`src/prhg_consts.vh`:
```
`ifndef PRHG_CONSTS_VH
`define PRHG_CONSTS_VH
// ----------------------------------------------------------------
// timing and test limits
// ----------------------------------------------------------------
`define PRHG_CLK_HZ 25000000
// power-up online test window in raw bits
`define PRHG_STARTUP_BITS 16'h0400
// continuous test window in raw bits
`define PRHG_WINDOW_BITS 16'h0100
// stuck bit run that counts as total failure
`define PRHG_RUN_LIMIT 8'h20
// monobit bounds for a 256 bit window (ones count)
`define PRHG_ONES_LO 16'h0060
`define PRHG_ONES_HI 16'h00a0
// injected-fault self test length in cycles
`define PRHG_SELFTEST_CYC 8'h40
`endif

```
`src/prhg_health.v`:
```
`timescale 1ns/1ps
`include "prhg_consts.vh"
// ----------------------------------------------------------------
// raw-bit health checks: stuck run and windowed monobit count
// ----------------------------------------------------------------
module prhg_health #(
    parameter RUN_LIMIT = `PRHG_RUN_LIMIT,
    parameter WINDOW = `PRHG_WINDOW_BITS
) (
    input wire clk, // system clock
    input wire rst_n, // synchronous reset, active low
    input wire ce, // clock enable
    input wire restart, // clear counters, begin new window
    input wire bitValid, // raw bit strobe
    input wire rawBit, // raw bit
    output reg totalFail, // stuck run seen, sticky until restart
    output reg winDone, // one-cycle pulse at window end
    output reg winBad // window verdict, valid with winDone
);
    reg lastBit;
    reg [7:0] runLen;
    reg [15:0] bitCnt;
    reg [15:0] onesCnt;
    wire [15:0] onesNext = onesCnt + {15'h0000, rawBit};
    always @(posedge clk) begin
        if (!rst_n || (ce && restart)) begin
            lastBit <= 1'b0;
            runLen <= 8'h00;
            bitCnt <= 16'h0000;
            onesCnt <= 16'h0000;
            totalFail <= 1'b0;
            winDone <= 1'b0;
            winBad <= 1'b0;
        end else if (ce) begin
            winDone <= 1'b0;
            if (bitValid) begin
                lastBit <= rawBit;
                // runLen holds the length of the current run of equal bits, 0 after restart
                if (rawBit == lastBit && runLen != 8'h00) begin
                    if (runLen != 8'hff)
                        runLen <= runLen + 8'h01;
                end else begin
                    runLen <= 8'h01;
                end
                // a constant source is a total failure; flag on the bit that completes the run
                if (rawBit == lastBit && runLen != 8'h00 && runLen + 8'h01 >= RUN_LIMIT)
                    totalFail <= 1'b1;
                if (bitCnt == WINDOW - 1) begin
                    bitCnt <= 16'h0000;
                    onesCnt <= 16'h0000;
                    winDone <= 1'b1;
                    winBad <= (onesNext < `PRHG_ONES_LO) || (onesNext > `PRHG_ONES_HI);
                end else begin
                    bitCnt <= bitCnt + 16'h0001;
                    onesCnt <= onesNext;
                end
            end
        end
    end
endmodule

```
`src/prhg_gate.v`:
```
`timescale 1ns/1ps
`include "prhg_consts.vh"
// ----------------------------------------------------------------
// ----------------------------------------------------------------
module prhg_gate #(
    parameter STARTUP = `PRHG_STARTUP_BITS,
    parameter WINDOW = `PRHG_WINDOW_BITS
) (
    input wire clk, // system clock, 25 MHz
    input wire rst_n, // synchronous reset, active low
    input wire ce, // clock enable, freezes all state when low
    input wire rawValid, // raw bit strobe from entropy source
    input wire rawBit, // raw entropy bit
    input wire wide, // 1: 16 bit words, 0: 8 bit words
    input wire readReq, // reader takes the presented word
    input wire testReq, // pulse: run alarm path self test
    input wire restartReq, // pulse: restart generator after a failure
    output reg [15:0] rngData, // random word, upper byte zero in 8 bit mode
    output reg rngValid, // word available
    output reg blocked, // output blocked by failure or defect
    output reg ready, // power-up test passed, generator running
    output reg testBusy, // self test in progress
    output reg testPass // last self test saw the alarm fire
);
    // ----------------------------------------------------------------
    // states
    // ----------------------------------------------------------------
    localparam ST_START = 2'd0;
    localparam ST_RUN = 2'd1;
    localparam ST_FAIL = 2'd2;
    localparam ST_TEST = 2'd3;

    reg [1:0] state;
    reg [15:0] startCnt;
    reg [15:0] shiftReg;
    reg [4:0] fill;
    reg [7:0] testCnt;
    reg sawAlarm;
    wire injecting = (state == ST_TEST);
    wire hBit = injecting ? 1'b1 : rawBit;
    wire hValid = injecting ? 1'b1 : rawValid;
    wire totalFail;
    wire winDone;
    wire winBad;
    reg hRestart;

    // ----------------------------------------------------------------
    // helpers
    // ----------------------------------------------------------------
    // bits gathered per word for the selected width
    function [4:0] word_bits;
        input wideSel;
        begin
            word_bits = wideSel ? 5'd16 : 5'd8;
        end
    endfunction

    // word as presented; the upper byte stays zero in byte mode
    function [15:0] pack_word;
        input [15:0] bits;
        input wideSel;
        begin
            pack_word = wideSel ? bits : {8'h00, bits[7:0]};
        end
    endfunction

    // a stuck source or a failed window end blocks output
    function defect_seen;
        input stuckFail;
        input windowEnd;
        input windowBad;
        begin
            defect_seen = stuckFail || (windowEnd && windowBad);
        end
    endfunction

    // width is read live on every cycle, so a change also applies to the word being built
    wire [4:0] need = word_bits(wide);

    // ----------------------------------------------------------------
    // health monitor restart
    // ----------------------------------------------------------------
    // every restart also clears the sticky failure, so it is only issued where
    // the gate itself leaves the blocked or test state, or enters the self test
    always @* begin
        hRestart = 1'b0;
        case (state)
        ST_FAIL: hRestart = restartReq || testReq;
        ST_TEST: hRestart = (testCnt == 8'h00);
        default: hRestart = testReq;
        endcase
    end

    // ----------------------------------------------------------------
    // raw-bit health monitor
    // ----------------------------------------------------------------

    prhg_health #(
        .RUN_LIMIT(`PRHG_RUN_LIMIT),
        .WINDOW(WINDOW)
    ) uHealth (
        .clk(clk),
        .rst_n(rst_n),
        .ce(ce),
        .restart(hRestart),
        .bitValid(hValid),
        .rawBit(hBit),
        .totalFail(totalFail),
        .winDone(winDone),
        .winBad(winBad)
    );

    // ----------------------------------------------------------------
    // gating and word assembly
    // ----------------------------------------------------------------
    // bits collected into the assembly register are only released once a window end
    // confirms health; a failure flushes everything pending, but a word built from the
    // first bits of a stuck run can escape before the run limit is reached.
    always @(posedge clk) begin
        if (!rst_n) begin
            state <= ST_START;
            startCnt <= 16'h0000;
            shiftReg <= 16'h0000;
            fill <= 5'd0;
            testCnt <= 8'h00;
            sawAlarm <= 1'b0;
            rngData <= 16'h0000;
            rngValid <= 1'b0;
            blocked <= 1'b0;
            ready <= 1'b0;
            testBusy <= 1'b0;
            testPass <= 1'b0;
        end else if (ce) begin
            if (rngValid && readReq)
                rngValid <= 1'b0;
            case (state)
            ST_START: begin
                // a self test may pre-empt the power-up test; it restarts it when done
                ready <= 1'b0;
                if (testReq) begin
                    state <= ST_TEST;
                    testCnt <= `PRHG_SELFTEST_CYC;
                    sawAlarm <= 1'b0;
                    testBusy <= 1'b1;
                end else if (defect_seen(totalFail, winDone, winBad)) begin
                    state <= ST_FAIL;
                    blocked <= 1'b1;
                end else if (rawValid) begin
                    if (startCnt == STARTUP - 1) begin
                        state <= ST_RUN;
                        ready <= 1'b1;
                        startCnt <= 16'h0000;
                    end else begin
                        startCnt <= startCnt + 16'h0001;
                    end
                end
            end
            ST_RUN: begin
                if (testReq) begin
                    state <= ST_TEST;
                    testCnt <= `PRHG_SELFTEST_CYC;
                    sawAlarm <= 1'b0;
                    testBusy <= 1'b1;
                    ready <= 1'b0;
                    rngValid <= 1'b0;
                    fill <= 5'd0;
                end else if (defect_seen(totalFail, winDone, winBad)) begin
                    state <= ST_FAIL;
                    blocked <= 1'b1;
                    ready <= 1'b0;
                    rngValid <= 1'b0;
                    fill <= 5'd0;
                end else begin
                    if (rawValid && fill < need) begin
                        shiftReg <= {shiftReg[14:0], rawBit};
                        fill <= fill + 5'd1;
                    end
                    // present only after a clean window end; the delay between a word's last bit
                    // capture and its release can be as short as one cycle, well below the run limit
                    // a new word waits until the previous one has been taken, so a read
                    // always ends the word it was aimed at
                    if (fill >= need && winDone && !rngValid) begin
                        rngData <= pack_word(shiftReg, wide);
                        rngValid <= 1'b1;
                        fill <= 5'd0;
                    end
                end
            end
            ST_FAIL: begin
                // the failure stays latched until a restart or a self test
                rngValid <= 1'b0;
                if (testReq) begin
                    state <= ST_TEST;
                    testCnt <= `PRHG_SELFTEST_CYC;
                    sawAlarm <= 1'b0;
                    testBusy <= 1'b1;
                end else if (restartReq) begin
                    state <= ST_START;
                    blocked <= 1'b0;
                    startCnt <= 16'h0000;
                end
            end
            ST_TEST: begin
                // a stuck source is injected; the alarm must fire in time
                if (totalFail)
                    sawAlarm <= 1'b1;
                if (testCnt == 8'h00) begin
                    state <= ST_START;
                    testBusy <= 1'b0;
                    testPass <= sawAlarm || totalFail;
                    blocked <= 1'b0;
                    startCnt <= 16'h0000;
                end else begin
                    testCnt <= testCnt - 8'h01;
                end
            end
            default: state <= ST_START;
            endcase
        end
    end
endmodule

```
`config.mk`:
```
export PLATFORM = sky130hd
export DESIGN_NAME = prhg_gate
export DESIGN_NICKNAME = d
export VERILOG_FILES = /design/src/prhg_health.v /design/src/prhg_gate.v
export VERILOG_INCLUDE_DIRS = /design/src
export SDC_FILE = /design/constraint.sdc
export NUM_CORES = 1
export LEC_CHECK = 0
export ABC_AREA = 0
export BUFFER_PORTS_ARGS = -buffer_cell sky130_fd_sc_hd__buf_2
export CORE_MARGIN = 5
export CORE_UTILIZATION = 65
export DETAILED_ROUTE_END_ITERATION = 10
export GPL_TIMING_DRIVEN = 0
export PLACE_DENSITY = 0.9
export SLEW_MARGIN = 20
export SYNTH_ARGS = -nofsm -noshare
export SYNTH_HDL_FRONTEND = slang
export SYNTH_SLANG_ARGS = --single-unit
export TNS_END_PERCENT = 1
```
`constraint.sdc`:
```
create_clock -name clk -period 8.15 [get_ports clk]
set_clock_uncertainty 0.1 [all_clocks]
set_input_delay 0 -clock clk [delete_from_list [all_inputs] [get_ports clk]]
set_output_delay 0 -clock clk [all_outputs]
set_load 0.005 [all_outputs]
```
==> results of run 1 <==
==> area by class of cell <==
type                    instances  area (um2)  share of cell area
repair buffers                 34         205              0.0309
clock inverters                14         204              0.0308
inverters                      19        71.3              0.0108
clock buffers                  18         418              0.0630
multi-input cells             528        3200               0.483
flip-flops and latches        113        2260               0.341
plain buffers                  33         130              0.0196
well taps                     108         135              0.0204
==> report_power, final <==
part | total [uW] | switching (uW) | internal [uW]
clock | 781 | 280 | 501
combinational | 131 | 82.1 | 48.4
sequential | 571 | 9.54 | 562
==> flip-flops by register name (all words and copies together), names as in the netlist, 2 cells and up <==
signal,cells
uHealth.bitCnt,16
startCnt,16
fill,5
rngData,16
state,2
testCnt,8
uHealth.runLen,8
uHealth.onesCnt,16
shiftReg,16
==> synthesized netlist by cell type (all sizes together), types with 3 or more instances <==
cell type  count  area, um2
or3            6       37.5
nor4           6       37.5
clkbuf        30        113
nand2         76        288
and3          13       81.3
buf            3       17.5
dfxtp        113       2260
inv           19       71.3
ha            16        200
nand3b         5       37.5
nor2b         24        150
nor3b          3       22.5
or2            4       25.0
nand3         31        155
and2           7       43.8
nor2          88        330
nand4b         5       43.8
nor3          19       95.1
a211oi         8       60.1
a21o           6       45.0
xnor2         20        175
o21a           3       22.5
a22oi          9       67.6
or4            3       26.3
a21oi         35        175
a21boi        21        158
o21ai         28        140
nand4         14       87.6
xor2          22        193
a31oi          6       37.5
nand2b         7       43.8
mux2i         20        200
==> worst min-delay path: stages <==
cell and delay (ns):
buf_2 0.11, nand2b_1 0.07, a221o_1 0.22, a221oi_4 0.09, nand2_2 0.07, o21ai_0 0.07
==> per-stage QoR <==
stage	power [uW]	util	instance area, um2	hold slack (ns)	std cells
after detailed placement	707	0.691	5940	0.241	828
after global routing	1530	0.772	6630	0.0985	867
final	1480	0.772	6630	0.0700	867
after CTS	1480	0.772	6630	0.0465	867
after floorplan	675	-	5670	0.0696	693
after global placement	700	0.691	5940	0.212	828
==> worst min path at each step <==
stage                   to        from  slack [ns]
3_5_place_dp   shiftReg[0]      rawBit        0.24
3_3_place_gp   shiftReg[0]      rawBit        0.21
2_1_floorplan  shiftReg[0]      rawBit        0.07
6_report       startCnt[9]  restartReq        0.07
4_1_cts        startCnt[9]  restartReq        0.05
5_1_grt        startCnt[6]  restartReq         0.1
==> kinds of logic after synthesis <==
group / count (synthesis) / share of synthesized area
and+or+nand+nor: 315 / 0.274
AOI/OAI and AO/OA: 135 / 0.156
DFF: 113 / 0.399
buffers and inverters: 52 / 0.0355
xor gates and xnor gates: 42 / 0.0649
muxes: 20 / 0.0353
adders and majority gates: 16 / 0.0353
==> metal layers <==
metal | vias to the layer above | track usage | share of wire
met5 | - | 0 | 0
met4 | 0 | 0.150 | 0.040
met3 | 63 | 0.0765 | 0.068
met2 | 216 | 0.485 | 0.50
met1 | 2496 | 0.316 | 0.39
li1 | 2528 | - | -
==> run metrics, run 1 <==
post-synthesis cell area=5670 um2; most frequent cells in the layout=dfxtp_1, nor2_1, nand2_1; Max VDD drop=around 0.16 mV; crit path launch=state[0]; FF-to-FF End=uHealth.winBad; Placer Congestion=between 0.9 and 1; syn nets=between 700 and 800; largest net degree at the start of global routing=17; global route total overflow=0; die area=10700 um2; setup_tns=0 ns; ys async rst share=0; commonest non-fill, non-tap cell in the layout=dfxtp_1; initial detailed-routing violation count=around 340; EDFF count, synth=0; Tot GR Track Use=0.282; PortBufs=27; WP data arrival=approximately 3.8 ns; post-CTS setup buffers=0; crit-path max FO=10; Fin. Hold Viols=0; Buf+Inv Stages, Crit Path=3; first-pass GRT wire length=between 20 and 25 mm; Netlist cell types=between 50 and 60; Post-CTS Hold Buffers=7; type of the worst setup path=reg2reg; CTS Buf Count=17; crit-path cells=ha_1, clkbuf_1, nor2_1, inv_1, ha_1, nand3_1, or2_2, clkbuf_1, nor3_1, xor2_1, a2111oi_0, a31oi_1; Via-to-Cell Ratio=between 6 and 7; clock sinks=approximately 110; detailed placement HPWL=9.32 mm; PnR worst setup slack=4.64 ns; I/O pins=30; Slew @ Worst Pin=0.857 ns; # setup viols final=0; Vias=around 5300; Synth-to-Final Area Change=17.0%; Chip Width=roughly 100 um; slew margin rel.=0.427; slowest stage delay, CP=0.44 ns; DRC=0; Syn Area/Cell=about 8 um2; post_cts resized=0; Startpoint Class=flip-flop; Critical Path RT=between 8 and 9 ns; Die Ht=slightly above 100 um; FP Rows=34; top_reg_cell synth=dfxtp_1; Clock Path Buffers=2; hold path depth=6; endpoint class of the critical path=flip-flop; antenna-violating nets left=0; initial antenna violation count=0; power density over the cells=between 200 and 250 nW/um2; Period Utilization, post-route=0.431; outcome=complete, no violations; Crit-path slowest cell=clkbuf_1; flops & latches, synth=~110; Worst Setup EP=uHealth.winBad; root buf cell=clkbuf_8; share of layout cells above drive strength 1=0.0935; Clock Pin Slew Worst Setup and Hold Paths=around 0.060 ns; Reg2Reg Depth=12; number of diodes=0; Max Cap Violations=0; DRT Wirelength=about 14 mm; Levels on crit path=12; clk_lat worst skew=between 0.5 and 0.6 ns; Worst Hold Class=in2reg; Max Slew Vio Count=0; sequential area share after synthesis=0.399; minimum clock period=between 3 and 4 ns; vias in the first global route=about 5300; Max Freq=between 200 and 300 MHz; Syn Inst Count=just under 700; wire length per cell=between 15 and 20 um; dpl ws=about 4.7 ns; Core ar.=~8600 um2; H-tree depth=4; CTS tree=built; drt first pass iters=5; layout net count=~770; Starting Density=0.660; Static Leak=~0.0024 uW; FF-to-FF Start=state[0]; Yosys Warn Count=0; Filler Cells Inserted=545; RSZ-0062 raised after global routing=no; R2R Setup Slk=roughly 4.6 ns; Top delay family on crit path=simple AND/OR/NAND/NOR gates
Note: power is estimated with default switching activity, not from simulation.
==> run 2: changes to the inputs <==
Settings changed: CORE_UTILIZATION 65 to 61, PLACE_DENSITY 0.9 to 0.86.
Clock period 8.15 ns to 3.3 ns, I/O delays scaled along.
==> run 2 against run 1 <==
  * Clock power increased by 150%
  * Sequential share of layout area is 0.090 points lower
  * Cell count up 0.23%
  * Wire length fell by 7.6%
  * Sequential cell count did not move
  * Via count is 3.7% lower
  * Worst setup slack worse by 4.4 ns
==> run metrics, run 2 (same netlist as run 1, synthesis figures left out) <==
Via-to-Cell Ratio=5.88 (-3.9%); Core Util, Final=0.726 (-0.0452); CTS tree=built; root buf cell=clkbuf_8; hold path depth=5 (-1); drt first pass iters=6 (+1); FF-to-FF Start=state[0]; vias in the first global route=4891 (-7.9%); crit-path cells=ha_1, clkbuf_2, nor2_1, inv_1, ha_1, nand3_1, or2_2, clkbuf_1, nor3_2, xor2_1, a2111oi_1, a31oi_1; WP data arrival=3.40 ns (-0.41 ns); most frequent cells in the layout=dfxtp_1, nor2_1, nand2_1; Vias=5106 (-3.7%); Placer Congestion=0.899 (-7.8%); Die Ht=106 um (+2.9%); Top delay family on crit path=simple AND/OR/NAND/NOR gates; HP Start=restartReq; RSZ-0062 raised after global routing=yes; Reg2Reg Depth=12 (unchanged); crit-path max FO=10 (unchanged); Worst Hold Class=in2reg; R2R Setup Slk=0.20 ns (-4.43 ns); Critical Path RT=3.60 ns (-4.85 ns); CTS Buf Count=17 (unchanged); Max Slew Vio Count=0 (unchanged); Post-DP Area=5940 um2 (about the same); Fin. Hold Viols=0 (unchanged); I/O pins=30 (unchanged); Endpoint, Worst Hold=startCnt[6]; Synth-to-Final Area Change=17.3%; Core ar.=9150 um2 (+6.5%); FP Rows=35 (+2.9%); outcome=complete, no violations; Sequential cell area=2260 um2 (unchanged); wire length per cell=15.2 um (-7.8%); die area=11300 um2 (+5.9%); Clock Path Buffers=2 (unchanged); share of layout cells above drive strength 1=0.0976 (+0.00408); Starting Density=0.619 (-0.0403); Static Leak=0.00241 uW (+0.81%); number of diodes=0 (unchanged); layout net count=771 (unchanged); Period Utilization, post-route=0.939 (+0.507); DRC=0 (unchanged); FF-to-FF End=uHealth.winBad; Chip Width=106 um (+2.9%); Filler Cells Inserted=642 (+18%); DRT Wirelength=13.2 mm (-7.6%); Buf+Inv Stages, Crit Path=3 (unchanged); slew margin rel.=0.384 (-0.0433); Startpoint Class=flip-flop; clock sinks=113 (unchanged); first-pass GRT wire length=22.4 mm (-5.8%); minimum clock period=3.10 ns (-0.417 ns); largest net degree at the start of global routing=17 (unchanged); global route total overflow=0 (unchanged); post-CTS setup buffers=0 (unchanged); antenna-violating nets left=0 (unchanged); fin area=6650 um2 (+0.26%); # setup viols final=0 (unchanged); Tot GR Track Use=0.241 (-0.0410); Slew @ Worst Pin=0.901 ns (+0.0438 ns); type of the worst setup path=reg2reg; Crit-path slowest cell=a2111oi_1; area occupied by multi-input gates=3210 um2 (+0.27%); power density over the cells=550 nW/um2 (+150%); detailed placement HPWL=8.79 mm (-5.7%); Max Freq=323 MHz (+13%); PortBufs=27 (unchanged); endpoint class of the critical path=flip-flop; initial antenna violation count=0 (unchanged); most frequent CP cell=ha_1; commonest non-fill, non-tap cell in the layout=dfxtp_1; Max Cap Violations=0 (unchanged); Max VDD drop=0.387 mV (+130%); H-tree depth=4 (unchanged); Clock Pin Slew Worst Setup and Hold Paths=0.05 ns (about the same); slowest stage delay, CP=0.40 ns (-0.04 ns); initial detailed-routing violation count=374 (+12%); clk_lat worst skew=0.53 ns (about the same)
-- run 2: cell types whose count changed in the layout (fill, tap and decap cells not counted), sizes merged --
cell / delta
inv: -4
clkbuf: +3
clkinv: +2
clkinvlp: -2
-- run 2: worst min-delay path, stage by stage --
cell and delay [ns]:
buf_2 0.11, nand2b_1 0.08, a221o_1 0.22, a211oi_1 0.07
o21a_1 0.16
-- run 2: report_power, final --
group | switching (uW) | internal [uW] | leakage [uW]
registers | 24.2 | 1390 | 0.000912
clock network | 625 | 1300 | 0.000310
logic | 200 | 119 | 0.00118
-- run 2: final cells by class --
type | count | area share
Multi-Input combinational cell | 528 | 0.483
Sequential cell | 113 | 0.340
Clock buffer | 21 | 0.0706
Timing Repair Buffer | 34 | 0.0309
Clock inverter | 10 | 0.0235
Tap cell | 111 | 0.0209
Buffer | 33 | 0.0198
Inverter | 19 | 0.0107
-- run 2: through the flow --
step                instances  total power, uW  hold slack (ns)  setup TNS, ns  setup WS [ns]
floorplan                 693             1670           0.0696              0          0.477
global placement          831             1730            0.208        -0.0735        -0.0735
detailed placement        831             1740            0.217        -0.0867        -0.0867
CTS                       869             3660           0.0589              0          0.101
global route              869             3770            0.103        -0.0444        -0.0436
finish                    869             3650           0.0619              0          0.202
-- run 2: worst max path at each step --
stage,start,to,slack (ns),cells after the start
2_1_floorplan,state[0],uHealth.winBad,0.48,12
3_3_place_gp,state[0],uHealth.winBad,-0.07,12
3_5_place_dp,state[0],uHealth.winBad,-0.09,12
4_1_cts,state[0],uHealth.winBad,0.10,12
5_1_grt,state[0],uHealth.winBad,-0.04,12
6_report,state[0],uHealth.winBad,0.20,12
-- run 2: per-layer routing --
| metal | routed length [um] | global-route usage | vias up |
|---|---|---|---|
| met5 | 0 | 0 | - |
| met4 | 332 | 0.0971 | 0 |
| met3 | 846 | 0.0583 | 37 |
| met2 | 6450 | 0.421 | 185 |
| met1 | 5620 | 0.283 | 2358 |
| li1 | - | - | 2526 |
-- run 2: timing repair --
item | CTS | global route
hold endpoints to repair | 42 | 0
hold buffers | 7 | 0
setup endpoints to repair | 1 | 11
resized for setup | 1 | 3
==> run 3: changes to the inputs <==
Settings changed: CORE_UTILIZATION 61 to 65, CTS_CLUSTER_DIAMETER set to 200, PLACE_DENSITY 0.86 to 0.9.
Clock period 3.3 ns to 3.7 ns, I/O delays scaled along.
==> run 3 against run 2 <==
  * Clock power decreased by 10%
  * Combinational power is 9.7% lower
  * Power fell by 11%
==> run metrics, run 3 (same netlist as run 1, synthesis figures left out) <==
outcome=complete, no violations; Max VDD drop=0.363 mV (-6.1%); Core ar.=8590 um2 (-6.1%); Fin Hold WS=0.0747 ns (+0.0128 ns); Reg2Reg Depth=12 (unchanged); Startpoint Class=flip-flop; vias in the first global route=5308 (+8.5%); commonest non-fill, non-tap cell in the layout=dfxtp_1; Endpoint, Worst Hold=startCnt[9]; Vias=5305 (+3.9%); endpoint class of the critical path=flip-flop; Die Ht=103 um (-2.8%); power density over the cells=492 nW/um2 (-10%); FF-to-FF Start=state[0]; CTS tree=built; setup_tns=0 ns (unchanged); Synth-to-Final Area Change=17.0%; Top delay family on crit path=simple AND/OR/NAND/NOR gates; wire length per cell=16.6 um (+8.8%); type of the worst setup path=reg2reg; Met1 Wirelength=5.71 mm (+1.7%); combinational fraction of design power=0.088 (about the same); Max Cap Violations=0 (unchanged); most frequent cells in the layout=dfxtp_1, nor2_1, nand2_1; Switching Share=0.250 (+0.0177); largest net degree at the start of global routing=17 (unchanged); Crit-path slowest cell=a2111oi_0; antenna-violating nets left=0 (unchanged); most frequent CP cell=ha_1; share of layout cells above drive strength 1=0.0949 (-0.00276); number of diodes=0 (unchanged); PnR worst setup slack=0.443 ns (+0.241 ns); Worst Hold Class=in2reg; Clock Power Share=0.526 (about the same); R2R Setup Slk=0.44 ns (+0.24 ns); DRC=0 (unchanged); Fin. Hold Viols=0 (unchanged); P_int=2450 uW (-13%); Max Slew Vio Count=0 (unchanged); Buf+Inv Stages, Crit Path=3 (unchanged); die area=10700 um2 (-5.6%); CTS Buf Count=17 (unchanged); FF-to-FF End=uHealth.winBad; slowest stage delay, CP=0.41 ns (about the same); wire length on met2=7.13 mm (+11%); P_sw=816 uW (-3.8%); H-tree depth=4 (unchanged); Tot GR Track Use=0.282 (+0.0410); # setup viols final=0 (unchanged); Core Util, Final=0.772 (+0.0454); Chip Width=103 um (-2.8%); detailed placement HPWL=9.32 mm (+6.1%); PortBufs=27 (unchanged); Static Leak=0.00239 uW (-0.66%); Placer Congestion=0.975 (+8.5%); Clock Path Buffers=2 (unchanged); DRT Wirelength=14.4 mm (+8.6%); Slew @ Worst Pin=0.853 ns (-0.0482 ns); clock sinks=113 (unchanged); Period Utilization, post-route=0.880 (-0.0584); Critical Path RT=4.00 ns (+0.40 ns); I/O pins=30 (unchanged); global route total overflow=0 (unchanged); WP data arrival=3.56 ns (+0.16 ns); Starting Density=0.660 (+0.0403); Via-to-Cell Ratio=6.12 (+4.1%); DR top layer=met4; first-pass GRT wire length=23.8 mm (+6.1%); Max Freq=307 MHz (-4.9%); initial detailed-routing violation count=329 (-12%); sequential power share=0.386 (about the same); crit-path cells=ha_1, clkbuf_2, nor2_1, inv_1, ha_1, nand3_1, or2_2, clkbuf_1, nor3_1, xor2_1, a2111oi_0, a31oi_1; clk_lat worst skew=0.53 ns (about the same); met3 WL=960 um (+13%); Clock Pin Slew Worst Setup and Hold Paths=0.06 ns (about the same); crit-path max FO=10 (unchanged); RSZ-0062 raised after global routing=no; root buf cell=clkbuf_8; dpl ws=0.259 ns (+0.346 ns); FP Rows=34 (-2.9%); minimum clock period=3.26 ns (+0.159 ns); hold path depth=6 (+1); HP Start=restartReq; layout net count=771 (unchanged); post-CTS setup buffers=0 (unchanged); Tot Pwr=3270 uW (-11%); Filler Cells Inserted=544 (-15%); drt first pass iters=5 (-1); slew margin rel.=0.427 (+0.0433); crit path launch=state[0]; initial antenna violation count=0 (unchanged)
==> run 3: metal layers <==
layer  track usage  up-vias
met3        0.0765       65
met4         0.150        0
met1         0.316     2508
met5             0        -
met2         0.485      205
li1              -     2527
==> run 3: how the worst max path moves through the flow <==
stage	endpoint	slack [ns]	depth (start not counted)
after floorplan	uHealth.winBad	0.88	12
after global placement	uHealth.winBad	0.42	12
after detailed placement	uHealth.winBad	0.26	12
after CTS	uHealth.winBad	0.25	12
after global routing	shiftReg[5]	0.28	11
final	uHealth.winBad	0.44	12
==> run 3: what timing repair did <==
item / CTS / global route
endpoints found under the setup margin: 0 / 1
hold buffers: 7 / 0
hold endpoints to repair: 54 / 0
gates resized for setup: 0 / 2
==> run 3: tightest hold or removal path: stages <==
cell	delay [ns]
buf_2	0.11
nand2b_1	0.07
a221o_1	0.22
a221oi_4	0.09
nand2_2	0.07
o21ai_0	0.08
==> run 3: final cells by class <==
cell class / instances / area (um2) / area share
tap: 108 / 135 / 0.0204
buffer: 33 / 131 / 0.0198
inverter: 19 / 71.3 / 0.0108
multi-input combinational: 528 / 3200 / 0.483
clock buffer: 18 / 418 / 0.0630
clock inverter: 14 / 204 / 0.0308
sequential: 113 / 2260 / 0.341
timing repair buffer: 34 / 205 / 0.0309
==> run 3: power groups by stage <==
stage                     registers [uW]  clock network, uW  logic, uW
after global routing                1260               1790        315
after CTS                           1260               1730        283
final                               1260               1720        288
after floorplan                     1280                  0        207
after global placement              1280                  0        260
after detailed placement            1280                  0        272
==> run 3: through the flow <==
| step | std cells | instance area [um2] |
|---|---|---|
| 2_1_floorplan | 693 | 5670 |
| 3_3_place_gp | 828 | 5940 |
| 3_5_place_dp | 828 | 5940 |
| 4_1_cts | 867 | 6630 |
| 5_1_grt | 867 | 6630 |
| 6_report | 867 | 6630 |
